$ cat src/iab_params.svh
`ifndef IAB_PARAMS_SVH
`define IAB_PARAMS_SVH

// register offsets
`define IAB_OFF_IND_CTL 8'hb0
`define IAB_OFF_IND_OFS 8'hb1
`define IAB_OFF_IND_DAT 8'hb2
`define IAB_OFF_ST_CTL 8'hb3
`define IAB_OFF_STRAP 8'hb8

// indirect control fields
`define IAB_SEL_MSB 5
`define IAB_SEL_LSB 2
`define IAB_AINC_BIT 1
`define IAB_PREF_BIT 0
`define IAB_IND_CTL_RST 8'h00
`define IAB_IND_OFS_RST 8'h00
`define IAB_IND_DAT_RST 8'h00

// self-test control fields
`define IAB_OMODE_MSB 7
`define IAB_OMODE_LSB 6
`define IAB_RSV_MSB 5
`define IAB_RSV_LSB 4
`define IAB_CSRC_BIT 3
`define IAB_CLK_MSB 2
`define IAB_CLK_LSB 1
`define IAB_EN_BIT 0
`define IAB_ST_CTL_RST 8'h08

// remote serializer clock source offset
`define IAB_SER_CLK_OFS 8'h14

// strap status fields
`define IAB_ADONE_BIT 7
`define IAB_ADDR_MSB 6
`define IAB_ADDR_LSB 4
`define IAB_MDONE_BIT 3
`define IAB_MODE_MSB 2
`define IAB_MODE_LSB 0

`endif

$ cat src/iab_pkg.sv
package iab_pkg;
    typedef enum logic [3:0] {
        IAB_TGT_PORT0 = 4'h1,
        IAB_TGT_PORT1 = 4'h2,
        IAB_TGT_SHARED = 4'h5,
        IAB_TGT_BOTH = 4'h6
    } iab_target_e;

    typedef enum logic [1:0] {
        IAB_OM_IDLE = 2'h0,
        IAB_OM_ALT = 2'h1,
        IAB_OM_DATA = 2'h2
    } iab_omode_e;

    typedef logic [7:0] iab_byte_t;
endpackage

$ cat src/iab_sync3.sv
`timescale 1ns/1ps
`include "iab_params.svh"

// three-stage synchroniser; output moves only when stages two and three agree
module iab_sync3 #(
    parameter int W = 1
) (
    input wire logic clk_sys_i,
    input wire logic rst_n_i,
    input wire logic [W-1:0] d_i,
    output logic [W-1:0] q_o
);
    logic [W-1:0] s1_ff;
    logic [W-1:0] s2_ff;
    logic [W-1:0] s3_ff;
    logic [W-1:0] q_ff;
    wire [W-1:0] nxt_q = (s2_ff == s3_ff) ? s3_ff : q_ff;

    always_ff @(posedge clk_sys_i or negedge rst_n_i)
    begin
        if (!rst_n_i)
        begin
            s1_ff <= '0;
            s2_ff <= '0;
            s3_ff <= '0;
            q_ff <= '0;
        end
        else
        begin
            s1_ff <= d_i;
            s2_ff <= s1_ff;
            s3_ff <= s2_ff;
            q_ff <= nxt_q;
        end
    end

    assign q_o = q_ff;
endmodule

$ cat src/iab_strap.sv
`timescale 1ns/1ps
`include "iab_params.svh"

// latches a strap decode once its done input is seen, and holds it
module iab_strap (
    input wire logic clk_sys_i,
    input wire logic rst_n_i,
    input wire logic [2:0] value_i,
    input wire logic done_i,
    output logic [2:0] value_o,
    output logic done_o
);
    logic [2:0] value_ff;
    logic done_ff;

    always_ff @(posedge clk_sys_i or negedge rst_n_i)
    begin
        if (!rst_n_i)
        begin
            value_ff <= 3'h0;
            done_ff <= 1'b0;
        end
        else if (done_i && !done_ff)
        begin
            value_ff <= value_i;
            done_ff <= 1'b1;
        end
    end

    assign value_o = value_ff;
    assign done_o = done_ff;
endmodule

$ cat src/iab_indirect_bist.sv
// Behaviour
// - target select bits 5:2 steer indirect accesses: 1 port 0, 2 port 1, 5 shared, 6 write to both ports.
// - with auto-increment set the offset grows by one after each indirect read or write to target code 1, 2, 5 or 6.
// - with the prefetch bit set a write of the offset register strobes a read to the selected block for target code 1, 2 or 5.
// - with prefetch and auto-increment both set each data-port read to target code 1, 2 or 5 is followed by a read strobe.
// - the offset register holds an 8-bit offset used for every indirect access.
// - a data-port write writes the byte at the current offset of the selected block.
// - a data-port read returns the selected block register at the current offset.
// - the self-test output mode field picks no toggle, alternating toggle or data toggle.
// - config source resets to one so the pin sets enable; cleared, the enable bit takes over; the clock bits always apply.
// - when self-test is enabled the clock source bits are sent to remote serializer offset 0x14.
// - bit 7 of strap status reads one once the address strap decode has been latched.
// - bits 6:4 of strap status show the address strap decode, read-only.
// - bits 2:0 show the mode strap decode and bit 3 flags it latched.
//
// Implementation choice: strobed register access.
`timescale 1ns/1ps
`include "iab_params.svh"

module iab_indirect_bist (
    input wire logic clk_sys_i,
    input wire logic rst_n_i,
    // register port
    input wire logic [7:0] reg_addr_i,
    input wire logic [7:0] reg_wdata_i,
    input wire logic reg_wr_i,
    input wire logic reg_rd_i,
    output iab_pkg::iab_byte_t reg_rdata_o,
    // indirect target blocks, index 0 port 0, 1 port 1, 2 shared
    output logic [2:0] tgt_wr_o,
    output logic [2:0] tgt_rd_o,
    output iab_pkg::iab_byte_t tgt_addr_o,
    output iab_pkg::iab_byte_t tgt_wdata_o,
    input wire logic [7:0] tgt_rdata0_i,
    input wire logic [7:0] tgt_rdata1_i,
    input wire logic [7:0] tgt_rdata2_i,
    // self-test pins and setup
    input wire logic st_pin_en_i,
    input wire logic st_data_i,
    output logic st_enable_o,
    output logic [1:0] st_clock_select_o,
    output logic st_out_toggle_o,
    // forwarded write toward the remote serializer
    output logic ser_wr_o,
    output iab_pkg::iab_byte_t ser_addr_o,
    output iab_pkg::iab_byte_t ser_wdata_o,
    // strap decodes from the pin-decode logic
    input wire logic [2:0] addr_strap_i,
    input wire logic addr_strap_done_i,
    input wire logic [2:0] mode_strap_i,
    input wire logic mode_strap_done_i
);
    import iab_pkg::*;

    ////////////////////////////////////////////////////////////////////////////
    // registers

    iab_byte_t ind_ctl_ff;
    iab_byte_t ind_ofs_ff;
    iab_byte_t ind_dat_ff;
    iab_byte_t st_ctl_ff;
    iab_byte_t rdata_ff;
    logic pref_ff;
    logic toggle_ff;
    logic st_en_d_ff;
    logic ser_wr_ff;
    iab_byte_t ser_wdata_ff;

    wire hit_ctl = (reg_addr_i == `IAB_OFF_IND_CTL);
    wire hit_ofs = (reg_addr_i == `IAB_OFF_IND_OFS);
    wire hit_dat = (reg_addr_i == `IAB_OFF_IND_DAT);
    wire hit_st = (reg_addr_i == `IAB_OFF_ST_CTL);
    wire hit_strap = (reg_addr_i == `IAB_OFF_STRAP);

    ////////////////////////////////////////////////////////////////////////////
    // target decode

    wire [3:0] indirect_target_select = ind_ctl_ff[`IAB_SEL_MSB:`IAB_SEL_LSB];
    wire indirect_auto_increment = ind_ctl_ff[`IAB_AINC_BIT];
    wire indirect_prefetch_read = ind_ctl_ff[`IAB_PREF_BIT];

    wire sel_p0 = (indirect_target_select == IAB_TGT_PORT0);
    wire sel_p1 = (indirect_target_select == IAB_TGT_PORT1);
    wire sel_sh = (indirect_target_select == IAB_TGT_SHARED);
    wire sel_both = (indirect_target_select == IAB_TGT_BOTH);
    wire sel_valid = sel_p0 | sel_p1 | sel_sh | sel_both;
    wire [2:0] wr_mask = {sel_sh, sel_p1 | sel_both, sel_p0 | sel_both};
    // both-ports code is write only, so reads see nothing there
    wire [2:0] rd_mask = {sel_sh, sel_p1, sel_p0};

    wire dat_wr = reg_wr_i && hit_dat;
    wire dat_rd = reg_rd_i && hit_dat;
    wire ofs_wr = reg_wr_i && hit_ofs;

    ////////////////////////////////////////////////////////////////////////////
    // indirect access

    assign tgt_wr_o = dat_wr ? wr_mask : 3'h0;
    assign tgt_addr_o = ind_ofs_ff;
    // strobe cycle passes the new byte through, so the target never latches the stale one
    assign tgt_wdata_o = dat_wr ? reg_wdata_i : ind_dat_ff;

    wire nxt_pref = indirect_prefetch_read &&
                    (ofs_wr || (dat_rd && indirect_auto_increment && sel_valid));
    assign tgt_rd_o = pref_ff ? rd_mask : 3'h0;

    wire [7:0] ind_rd_val = sel_p0 ? tgt_rdata0_i :
                            sel_p1 ? tgt_rdata1_i :
                            sel_sh ? tgt_rdata2_i : 8'h00;

    wire ind_done = (dat_wr || dat_rd) && sel_valid && indirect_auto_increment;
    wire [7:0] nxt_ofs = ofs_wr ? reg_wdata_i :
                         ind_done ? 8'(ind_ofs_ff + 8'h01) : ind_ofs_ff;

    // data register keeps the written byte driving the target data lines after the strobe
    wire [7:0] nxt_dat = dat_wr ? reg_wdata_i : ind_dat_ff;

    ////////////////////////////////////////////////////////////////////////////
    // self-test

    wire [1:0] self_test_output_mode = st_ctl_ff[`IAB_OMODE_MSB:`IAB_OMODE_LSB];
    wire self_test_config_source = st_ctl_ff[`IAB_CSRC_BIT];
    wire [1:0] self_test_clock_select = st_ctl_ff[`IAB_CLK_MSB:`IAB_CLK_LSB];
    wire self_test_enable = st_ctl_ff[`IAB_EN_BIT];

    wire st_pin_en_s;
    wire st_data_s;

    iab_sync3 #(
        .W(2)
    ) u_sync (
        .clk_sys_i(clk_sys_i),
        .rst_n_i(rst_n_i),
        .d_i({st_pin_en_i, st_data_i}),
        .q_o({st_pin_en_s, st_data_s})
    );

    wire st_en_eff = self_test_config_source ? st_pin_en_s : self_test_enable;

    wire nxt_toggle = !st_en_eff ? 1'b0 :
                      (self_test_output_mode == IAB_OM_IDLE) ? 1'b0 :
                      (self_test_output_mode == IAB_OM_ALT) ? !toggle_ff : st_data_s;

    wire nxt_ser_wr = st_en_eff && !st_en_d_ff;
    // value 3 passes unchanged; software keeps it away from older serializers
    wire [7:0] nxt_ser_wdata = {6'h00, self_test_clock_select};

    wire [7:0] nxt_st = reg_wr_i && hit_st ? reg_wdata_i : st_ctl_ff;

    ////////////////////////////////////////////////////////////////////////////
    // strap status

    wire [2:0] addr_val;
    wire addr_done;
    wire [2:0] mode_val;
    wire mode_done;

    iab_strap u_addr_strap (
        .clk_sys_i(clk_sys_i),
        .rst_n_i(rst_n_i),
        .value_i(addr_strap_i),
        .done_i(addr_strap_done_i),
        .value_o(addr_val),
        .done_o(addr_done)
    );

    iab_strap u_mode_strap (
        .clk_sys_i(clk_sys_i),
        .rst_n_i(rst_n_i),
        .value_i(mode_strap_i),
        .done_i(mode_strap_done_i),
        .value_o(mode_val),
        .done_o(mode_done)
    );

    wire [7:0] strap_decode_status = {addr_done, addr_val, mode_done, mode_val};

    ////////////////////////////////////////////////////////////////////////////
    // read mux

    wire [7:0] nxt_rdata = !reg_rd_i ? 8'h00 :
                           hit_ctl ? {2'b00, ind_ctl_ff[5:0]} :
                           hit_ofs ? ind_ofs_ff :
                           hit_dat ? ind_rd_val :
                           hit_st ? st_ctl_ff :
                           hit_strap ? strap_decode_status : 8'h00;

    ////////////////////////////////////////////////////////////////////////////
    // state

    always_ff @(posedge clk_sys_i or negedge rst_n_i)
    begin
        if (!rst_n_i)
        begin
            ind_ctl_ff <= `IAB_IND_CTL_RST;
            ind_ofs_ff <= `IAB_IND_OFS_RST;
            ind_dat_ff <= `IAB_IND_DAT_RST;
            st_ctl_ff <= `IAB_ST_CTL_RST;
            rdata_ff <= 8'h00;
            pref_ff <= 1'b0;
            toggle_ff <= 1'b0;
            st_en_d_ff <= 1'b0;
            ser_wr_ff <= 1'b0;
            ser_wdata_ff <= 8'h00;
        end
        else
        begin
            if (reg_wr_i && hit_ctl)
                ind_ctl_ff <= {2'b00, reg_wdata_i[5:0]};
            ind_ofs_ff <= nxt_ofs;
            ind_dat_ff <= nxt_dat;
            st_ctl_ff <= nxt_st;
            rdata_ff <= nxt_rdata;
            pref_ff <= nxt_pref;
            toggle_ff <= nxt_toggle;
            st_en_d_ff <= st_en_eff;
            ser_wr_ff <= nxt_ser_wr;
            if (nxt_ser_wr)
                ser_wdata_ff <= nxt_ser_wdata;
        end
    end

    assign reg_rdata_o = rdata_ff;
    assign st_enable_o = st_en_eff;
    assign st_clock_select_o = self_test_clock_select;
    assign st_out_toggle_o = toggle_ff;
    assign ser_wr_o = ser_wr_ff;
    assign ser_addr_o = `IAB_SER_CLK_OFS;
    assign ser_wdata_o = ser_wdata_ff;

    ////////////////////////////////////////////////////////////////////////////
    // checks

    reserved_no_wr_a: assert property (
        @(posedge clk_sys_i) disable iff (!rst_n_i)
        !sel_valid |-> tgt_wr_o == 3'h0)
        else $error("write strobe under reserved target");

    both_ports_wr_a: assert property (
        @(posedge clk_sys_i) disable iff (!rst_n_i)
        (dat_wr && sel_both) |-> tgt_wr_o == 3'b011)
        else $error("dual-port write did not hit both ports");

    auto_inc_a: assert property (
        @(posedge clk_sys_i) disable iff (!rst_n_i)
        (dat_rd && sel_valid && indirect_auto_increment && !ofs_wr)
        |=> ind_ofs_ff == 8'($past(ind_ofs_ff) + 8'h01))
        else $error("offset did not advance");

    ofs_pref_a: assert property (
        @(posedge clk_sys_i) disable iff (!rst_n_i)
        (ofs_wr && indirect_prefetch_read && sel_p0) |=> tgt_rd_o == 3'b001)
        else $error("no prefetch strobe after offset write");

    rd_pref_a: assert property (
        @(posedge clk_sys_i) disable iff (!rst_n_i)
        (dat_rd && indirect_prefetch_read && indirect_auto_increment && sel_sh) |=> tgt_rd_o == 3'b100)
        else $error("no prefetch strobe after data read");

    data_wr_a: assert property (
        @(posedge clk_sys_i) disable iff (!rst_n_i)
        dat_wr |-> tgt_wdata_o == reg_wdata_i)
        else $error("data port byte not on target lines at strobe");

    data_hold_a: assert property (
        @(posedge clk_sys_i) disable iff (!rst_n_i)
        (dat_wr ##1 !dat_wr) |-> tgt_wdata_o == $past(reg_wdata_i))
        else $error("data port byte not held");

    reserved_rd_a: assert property (
        @(posedge clk_sys_i) disable iff (!rst_n_i)
        (dat_rd && !sel_valid) |=> reg_rdata_o == 8'h00)
        else $error("reserved target read not zero");

    ser_fwd_a: assert property (
        @(posedge clk_sys_i) disable iff (!rst_n_i)
        $rose(st_en_eff) |=> ser_wr_o && ser_wdata_o[1:0] == $past(self_test_clock_select))
        else $error("clock source not forwarded");

    idle_mode_a: assert property (
        @(posedge clk_sys_i) disable iff (!rst_n_i)
        (self_test_output_mode == IAB_OM_IDLE) |=> !st_out_toggle_o)
        else $error("toggle seen in idle mode");

    strap_rd_a: assert property (
        @(posedge clk_sys_i) disable iff (!rst_n_i)
        (reg_rd_i && hit_strap) |=> reg_rdata_o[6:4] == $past(addr_val) && reg_rdata_o[7] == $past(addr_done))
        else $error("strap status mismatch");
endmodule

$ cat config.mk
export PLATFORM = sky130hd
export DESIGN_NAME = iab_indirect_bist
export DESIGN_NICKNAME = d
export VERILOG_FILES = /design/src/iab_pkg.sv /design/src/iab_sync3.sv /design/src/iab_strap.sv /design/src/iab_indirect_bist.sv
export VERILOG_INCLUDE_DIRS = /design/src
export SDC_FILE = /design/constraint.sdc
export NUM_CORES = 1
export LEC_CHECK = 0
export BUFFER_PORTS_ARGS = -buffer_cell sky130_fd_sc_hd__buf_4
export CAP_MARGIN = 40
export CELL_PAD_IN_SITES_DETAIL_PLACEMENT = 0
export CELL_PAD_IN_SITES_GLOBAL_PLACEMENT = 1
export CORE_MARGIN = 3
export CORE_UTILIZATION = 41
export CTS_BUF_LIST = sky130_fd_sc_hd__clkbuf_16
export DETAILED_ROUTE_END_ITERATION = 8
export GPL_ROUTABILITY_DRIVEN = 0
export GPL_TIMING_DRIVEN = 0
export MAX_ROUTING_LAYER = met4
export PLACE_DENSITY_LB_ADDON = 0.1
export SLEW_MARGIN = 20
export SYNTH_ARGS = -nofsm -noshare
export SYNTH_HDL_FRONTEND = slang
export SYNTH_SLANG_ARGS = --single-unit
$ cat constraint.sdc
create_clock -name clk_sys_i -period 2.83 [get_ports clk_sys_i]
set_input_delay 0 -clock clk_sys_i [delete_from_list [all_inputs] [get_ports clk_sys_i]]
set_output_delay 0 -clock clk_sys_i [all_outputs]
set_load 0.005 [all_outputs]
; Word-level counts from Yosys, hierarchy flattened
; Index checks and enable logic that the tools add are counted.
[classes]
n_addsub = 1
eq_ne = 11
mux = 18
bitwise_logic = 5
reduce_logical = 21
[op_table]
columns = cell, count
row1 = $mux W8, 12
row2 = $eq A8 B8 Y1 const B, 5
row3 = $logic_and A1 B1 Y1, 13
row4 = $add A8 B1 Y8 const B, 1
row5 = $eq A4 B3 Y1 const B, 2
row6 = $mux W3, 2
row7 = $or A1 B1 Y1, 5
row8 = $eq A4 B1 Y1 const B, 1
row9 = $eq A4 B2 Y1 const B, 1
row10 = $logic_not A1 Y1, 4
row11 = $mux W1, 4
row12 = $eq A2 B1 Y1 const B, 1
row13 = $eq A2 B2 Y1, 1
row14 = $logic_not A2 Y1, 1
row15 = $logic_or A1 B1 Y1, 2
row16 = $reduce_bool A2 Y1, 1
[word_totals]
reg_bits = 60
inputBits = 54
word_cells = 74

; Longest topological paths before layout
[depth]
ltp_word = 8
depth_mapped = 6

; By module
; Synthesis repeated with hierarchy kept, for this count alone.
[unflattened]
hier_cells = 292
hier_area_um2 = 3233.1
[modules_own_cells]
columns = module, instances, cells_per_inst, area_each_um2, seq_area_each_um2
row1 = iab_indirect_bist, 1, 258, 2652.5, 1102.3
row2 = iab_strap, 2, 9, 165.2, 100.1
row3 = iab_sync3, 1, 16, 250.2, 200.2

; Least setup slack after synthesis
; Ideal clock, no wire load.
[synth_path]
path_kind = reg-to-reg
startpoint = reg ind_ctl_ff[4]
endpoint = reg rdata_ff[5] (netlist: reg_rdata_o[5])
setup_ns = 0.101
t_arrival_ns = 1.549
required_time_ns = 2.729
setup_slack_ns = 1.180
stages_incl_launch_ff = 7
period_less_slack_ns = 1.650
cell_sequence = dfrtp_1 > clkbuf_1 > buf_2 > nor3b_2 > a22oi_1 > o21a_1 > nor4_1
[synth_via]
elab_chain_cells = 8
[synth_rtl]
columns = item, line
row1 = "start, declared", iab_indirect_bist.sv:58  ; iab_byte_t ind_ctl_ff;
row2 = "start signal, assigned", iab_indirect_bist.sv:195  ; ind_ctl_ff <= `IAB_IND_CTL_RST;
row3 = "start signal, assigned", iab_indirect_bist.sv:209  ; ind_ctl_ff <= {2'b00, reg_wdata_i[5:0]};
row4 = $eq A4 B3 Y1, iab_indirect_bist.sv:84  ; wire sel_sh = (indirect_target_select == IAB_TGT_SHARED);
row5 = $mux W8, iab_indirect_bist.sv:109  ; sel_sh ? tgt_rdata2_i : 8'h00;
row6 = $mux W8, iab_indirect_bist.sv:108  ; sel_p1 ? tgt_rdata1_i :
row7 = $mux W8 *, iab_indirect_bist.sv:107  ; wire [7:0] ind_rd_val = sel_p0 ? tgt_rdata0_i :
row8 = $mux W8 *, iab_indirect_bist.sv:184  ; hit_dat ? ind_rd_val :
row9 = $mux W8 *, iab_indirect_bist.sv:183  ; hit_ofs ? ind_ofs_ff :
row10 = $mux W8 *, iab_indirect_bist.sv:182  ; hit_ctl ? {2'b00, ind_ctl_ff[5:0]} :
row11 = $mux W8 *, iab_indirect_bist.sv:181  ; wire [7:0] nxt_rdata = !reg_rd_i ? 8'h00 :
row12 = via nxt_rdata[5], iab_indirect_bist.sv:181
row13 = "end signal, assigned", iab_indirect_bist.sv:213  ; rdata_ff <= nxt_rdata;
row14 = "end, declared", iab_indirect_bist.sv:62  ; iab_byte_t rdata_ff;
; The timed path passes the listed nets; every way through them passes the cells marked *.
; A chain may end at the register's enable or synchronous reset.

; Worst setup path in the final report
[layout_path]
startpoint = reg ind_ctl_ff[5]
endpoint = reg ind_ofs_ff[3] (netlist: tgt_addr_o[3])
[layout_via]
elab_chain_cells = 7
[layout_rtl]
columns = item, line
row1 = $eq A4 B1 Y1 or $eq A4 B2 Y1 (tied branches), "iab_indirect_bist.sv:82, iab_indirect_bist.sv:83"
row2 = $or A1 B1 Y1 (2 in a row), iab_indirect_bist.sv:86  ; wire sel_valid = sel_p0 | sel_p1 | sel_sh | sel_both;
row3 = $or A1 B1 Y1 *, iab_indirect_bist.sv:86
row4 = $logic_and A1 B1 Y1 * (2 in a row), iab_indirect_bist.sv:111  ; wire ind_done = (dat_wr || dat_rd) && sel_valid && indirect_auto_increment;
row5 = $reduce_bool A2 Y1 (no line) *, --
row6 = "end signal, assigned", iab_indirect_bist.sv:196  ; ind_ofs_ff <= `IAB_IND_OFS_RST;
row7 = "end signal, assigned", iab_indirect_bist.sv:210  ; ind_ofs_ff <= nxt_ofs;
row8 = "end, declared", iab_indirect_bist.sv:59  ; iab_byte_t ind_ofs_ff;
; Every way passes the cells marked *; elsewhere a longest branch is shown, timed or not.

==> metrics.md <==
| Metric | Value |
|---|---|
| Max Cap Viol | `0` |
| Max layer used | `met4` |
| Largest family of logic cells by synthesized area | `simple AND/OR/NAND/NOR gates` |
| Met3 WL post-DR | `around 700 um` |
| Slew Viols, Final | `0` |
| Cell Rows | `31` |
| Seq/Total Area, Yosys | `46.8%` |
| Worst skew pair latency | `around 0.32 ns` |
| Total negative slack | `0 ns` |
| Unique cell type count in the Yosys netlist | `53` |
| Post-Syn Instances | `302` |
| Nets | `488` |
| Root Driver | `clkbuf_16` |
| Fin crit period | `between 2 and 2.5 ns` |
| # setup viols final | `0` |
| # IOs | `between 100 and 150` |
| Vias post-DR | `~2800` |
| RSZ-0062 raised after global routing | `no` |
| Clock Skew | `about 0.0036 ns` |
| Yosys warns | `0` |
| Status | `completed` |
| Worst IR drop on VDD | `approximately 330 uV` |
| HP Class | `in -> async` |
| CTS tree | `yes` |
| Placed cells | `between 500 and 600` |
| Critical-path top delay cell | `nor3_1` |
| Wire per inst | `16.3 um` |
| Max FO, Critical Path | `7` |
| EDFF count, synth | `0` |
| Compound-gate portion of the synthesized area | `11.1%` |
| Pre-CTS setup slack | `about 0.84 ns` |
| XOR/XNOR share of the synthesized area | `less than 1%` |
| Pwr/cell area | `between 500 and 600 nW/um^2` |
| Dpl hpwl | `between 6 and 7 mm` |
| Max H-tree Level | `3` |
| Kind of critical path | `reg -> reg` |
| Fraction of layout cells with a size suffix above 1 | `about two fifths` |
| FMAX | `roughly 0.49 GHz` |
| Mux contribution to synthesized area | `between 15 and 20%` |
| TritonCTS buffer count | `9` |
| Commonest cells after routing, fill and taps aside | `104 x buf_4, 59 x dfrtp_1, 36 x mux2_2, 25 x a21oi_1, 23 x nor2_1` |
| PortBufs | `88` |
| Total global routing overflow | `0` |
| Via/cell ratio | `5.16` |
| DRC | `0` |
| Die area | `around 9000 sq um` |
| Final setup margin | `around 0.8 ns` |
| Clk slew on worst S/H paths | `around 0.05 ns` |
| Synth Area in Simple Gates | `between 10% and 20%` |
| Die Ht | `between 90 and 100 um` |
| CP cell instances | `nand4bb_1, nor3_1, a311oi_1, a211oi_1` |
| First-pass GRT wire length | `13.6 mm` |
| Final Core Density | `around 60%` |
| Final hold vios | `0` |
| Die X | `between 90 and 100 um` |
| Crit. End Element | `flip-flop` |
| Largest net degree at the start of global routing | `61` |
| 1st-iter DRT viols | `approximately 110` |
| Synth Flop Type | `dfrtp_1` |
| Antenna Nets Post-Route | `0` |
| Initial Util | `a little over two fifths` |
| First drt pass iteration count | `4` |
| Commonest non-fill, non-tap cell in the layout | `buf_4` |
| CP Data Required Time | `3.05 ns` |
| CP peak stage delay | `around 0.74 ns` |
| DRT met1 WL | `3.76 mm` |
| Measured slew at the worst slew-check pin | `0.806 ns` |
| Fin crit share | `about 72%` |
| Slew HR | `between 40 and 50%` |
| Vias in the first global route | `around 2700` |
| FFs w/ async S/R, synth | `100%` |
| Layout filler cell count | `between 600 and 700` |
| Layout area overhead | `42.0%` |
| Met2 WL | `roughly 4.2 mm` |
| CP Launch Type | `flip-flop` |
| CORE AREA | `7410 sq um` |
| Final Non-Filler Cells | `between 500 and 600` |
| #FFs+latches synth | `60` |
| Post-synthesis adder-cell area fraction | `less than 1%` |
| Final WL | `8.77 mm` |
| Initial antenna violation count | `0` |
| CP Data Arrival Time | `around 2.3 ns` |
| Syn Area/Cell | `between 10 and 15 sq um` |
| CTS sink cnt | `60` |
| GRT Util Overall | `between 20% and 30%` |
| Cell Area, Synth | `3210 sq um` |
| P_leak | `about 2.2 nW` |
| # diodes | `0` |
| Clock buffer depth | `2` |
==> path summary, 6_finish.rpt <==
path	start	endpoint	slack [ns]	cells past startpoint
max	ind_ctl_ff[5]	tgt_addr_o[3]	0.80	4
min	rst_n_i	tgt_addr_o[7]	0.007	2
max reg2reg	ind_ctl_ff[5]	tgt_addr_o[3]	0.80	4
min reg2reg	u_sync.s1_ff[1]	u_sync.s2_ff[1]	0.35	0
max in group asynchronous	rst_n_i	st_ctl_ff[3]	2.30	3
min in group clk_sys_i	reg_rd_i	reg_rdata_o[7]	0.15	5
==> per-layer routing <==
metal	vias up	track usage (%)
met4	0	5.65
li1	1335	-
met2	104	33.5
met5	-	-
met3	10	5.26
met1	1322	26.4
==> metrics by stage <==
step / total power [W] / hold WS, ns / instance area (sq um)
after floorplan: 0.00108 / -0.296 / 3260
after global placement: 0.00121 / 0.109 / 4040
after detailed placement: 0.00122 / 0.111 / 4040
after CTS: 0.00232 / 0.146 / 4530
after global routing: 0.00239 / 0.00939 / 4560
final: 0.00231 / 0.00690 / 4560
==> synth_stat cells (all sizes together), types with 6 or more instances <==
cell type   n  area [sq um]
mux2i       9          90.1
o21ai       7          35.0
buf        23           155
nand2b      6          37.5
a21oi      25           125
clkbuf      9          33.8
nor3        7          40.0
a22oi       8          60.1
nor2       25           113
nand2       6          22.5
nand3       7          35.0
dfrtp      59          1480
nand4       6          37.5
mux2       38           428
==> worst max-delay path: cells and delay by family, from the launching register on <==
kind             cells  cell delay, ns
AO/OA/AOI/OAI        2            0.41
flip-flops           1            0.42
AND/OR/NAND/NOR      2            1.09
==> cell families (layout without fill, tap and decap cells) <==
logic type | Yosys count | count (layout)
xor gates and xnor gates | 3 | 3
AOI/OAI and AO/OA | 57 | 57
buffers and inverters | 36 | 160
adders and majority gates | 1 | 1
and+or+nand+nor | 96 | 96
other | 2 | 14
DFF | 60 | 60
muxes | 47 | 47
==> timing repair <==
| item | in CTS | in global routing |
|---|---|---|
| setup buffers | 0 | 0 |
| gates resized for setup | 0 | 0 |
| hold buffers | 19 | 0 |
| endpoints found under the hold margin | 92 | 0 |
==> sequential cells by signal (all words and copies together) (netlist names) <==
name	cells
u_sync.s1_ff	2
u_sync.q_o	2
reg_rdata_o	8
ser_wdata_o	2
u_mode_strap.value_o	3
st_out_toggle_o	1
u_sync.s2_ff	2
ser_wr_o	1
st_ctl_ff	8
tgt_addr_o	8
pref_ff	1
ind_dat_ff	8
u_mode_strap.done_o	1
ind_ctl_ff	6
u_sync.s3_ff	2
st_en_d_ff	1
u_addr_strap.done_o	1
u_addr_strap.value_o	3
==> power breakdown <==
part	internal (W)	switching [W]	total, W
clock	0.000684	0.000398	0.00108
sequential	0.000901	0.0000347	0.000935
combinational	0.000166	0.000128	0.000293
total	0.00175	0.000560	0.00231
==> cell type report <==
type	instances	area, sq um	share of cell area [%]
tap	99	124	2.72
clock buffer	9	225	4.94
sequential	60	1500	32.9
clock inverter	7	76.3	1.67
multi-input combinational	218	1550	34.0
timing repair buffer	108	878	19.3
buffer	32	189	4.14
inverter	4	15.0	0.329
Note: power is estimated with default switching activity, not from simulation.
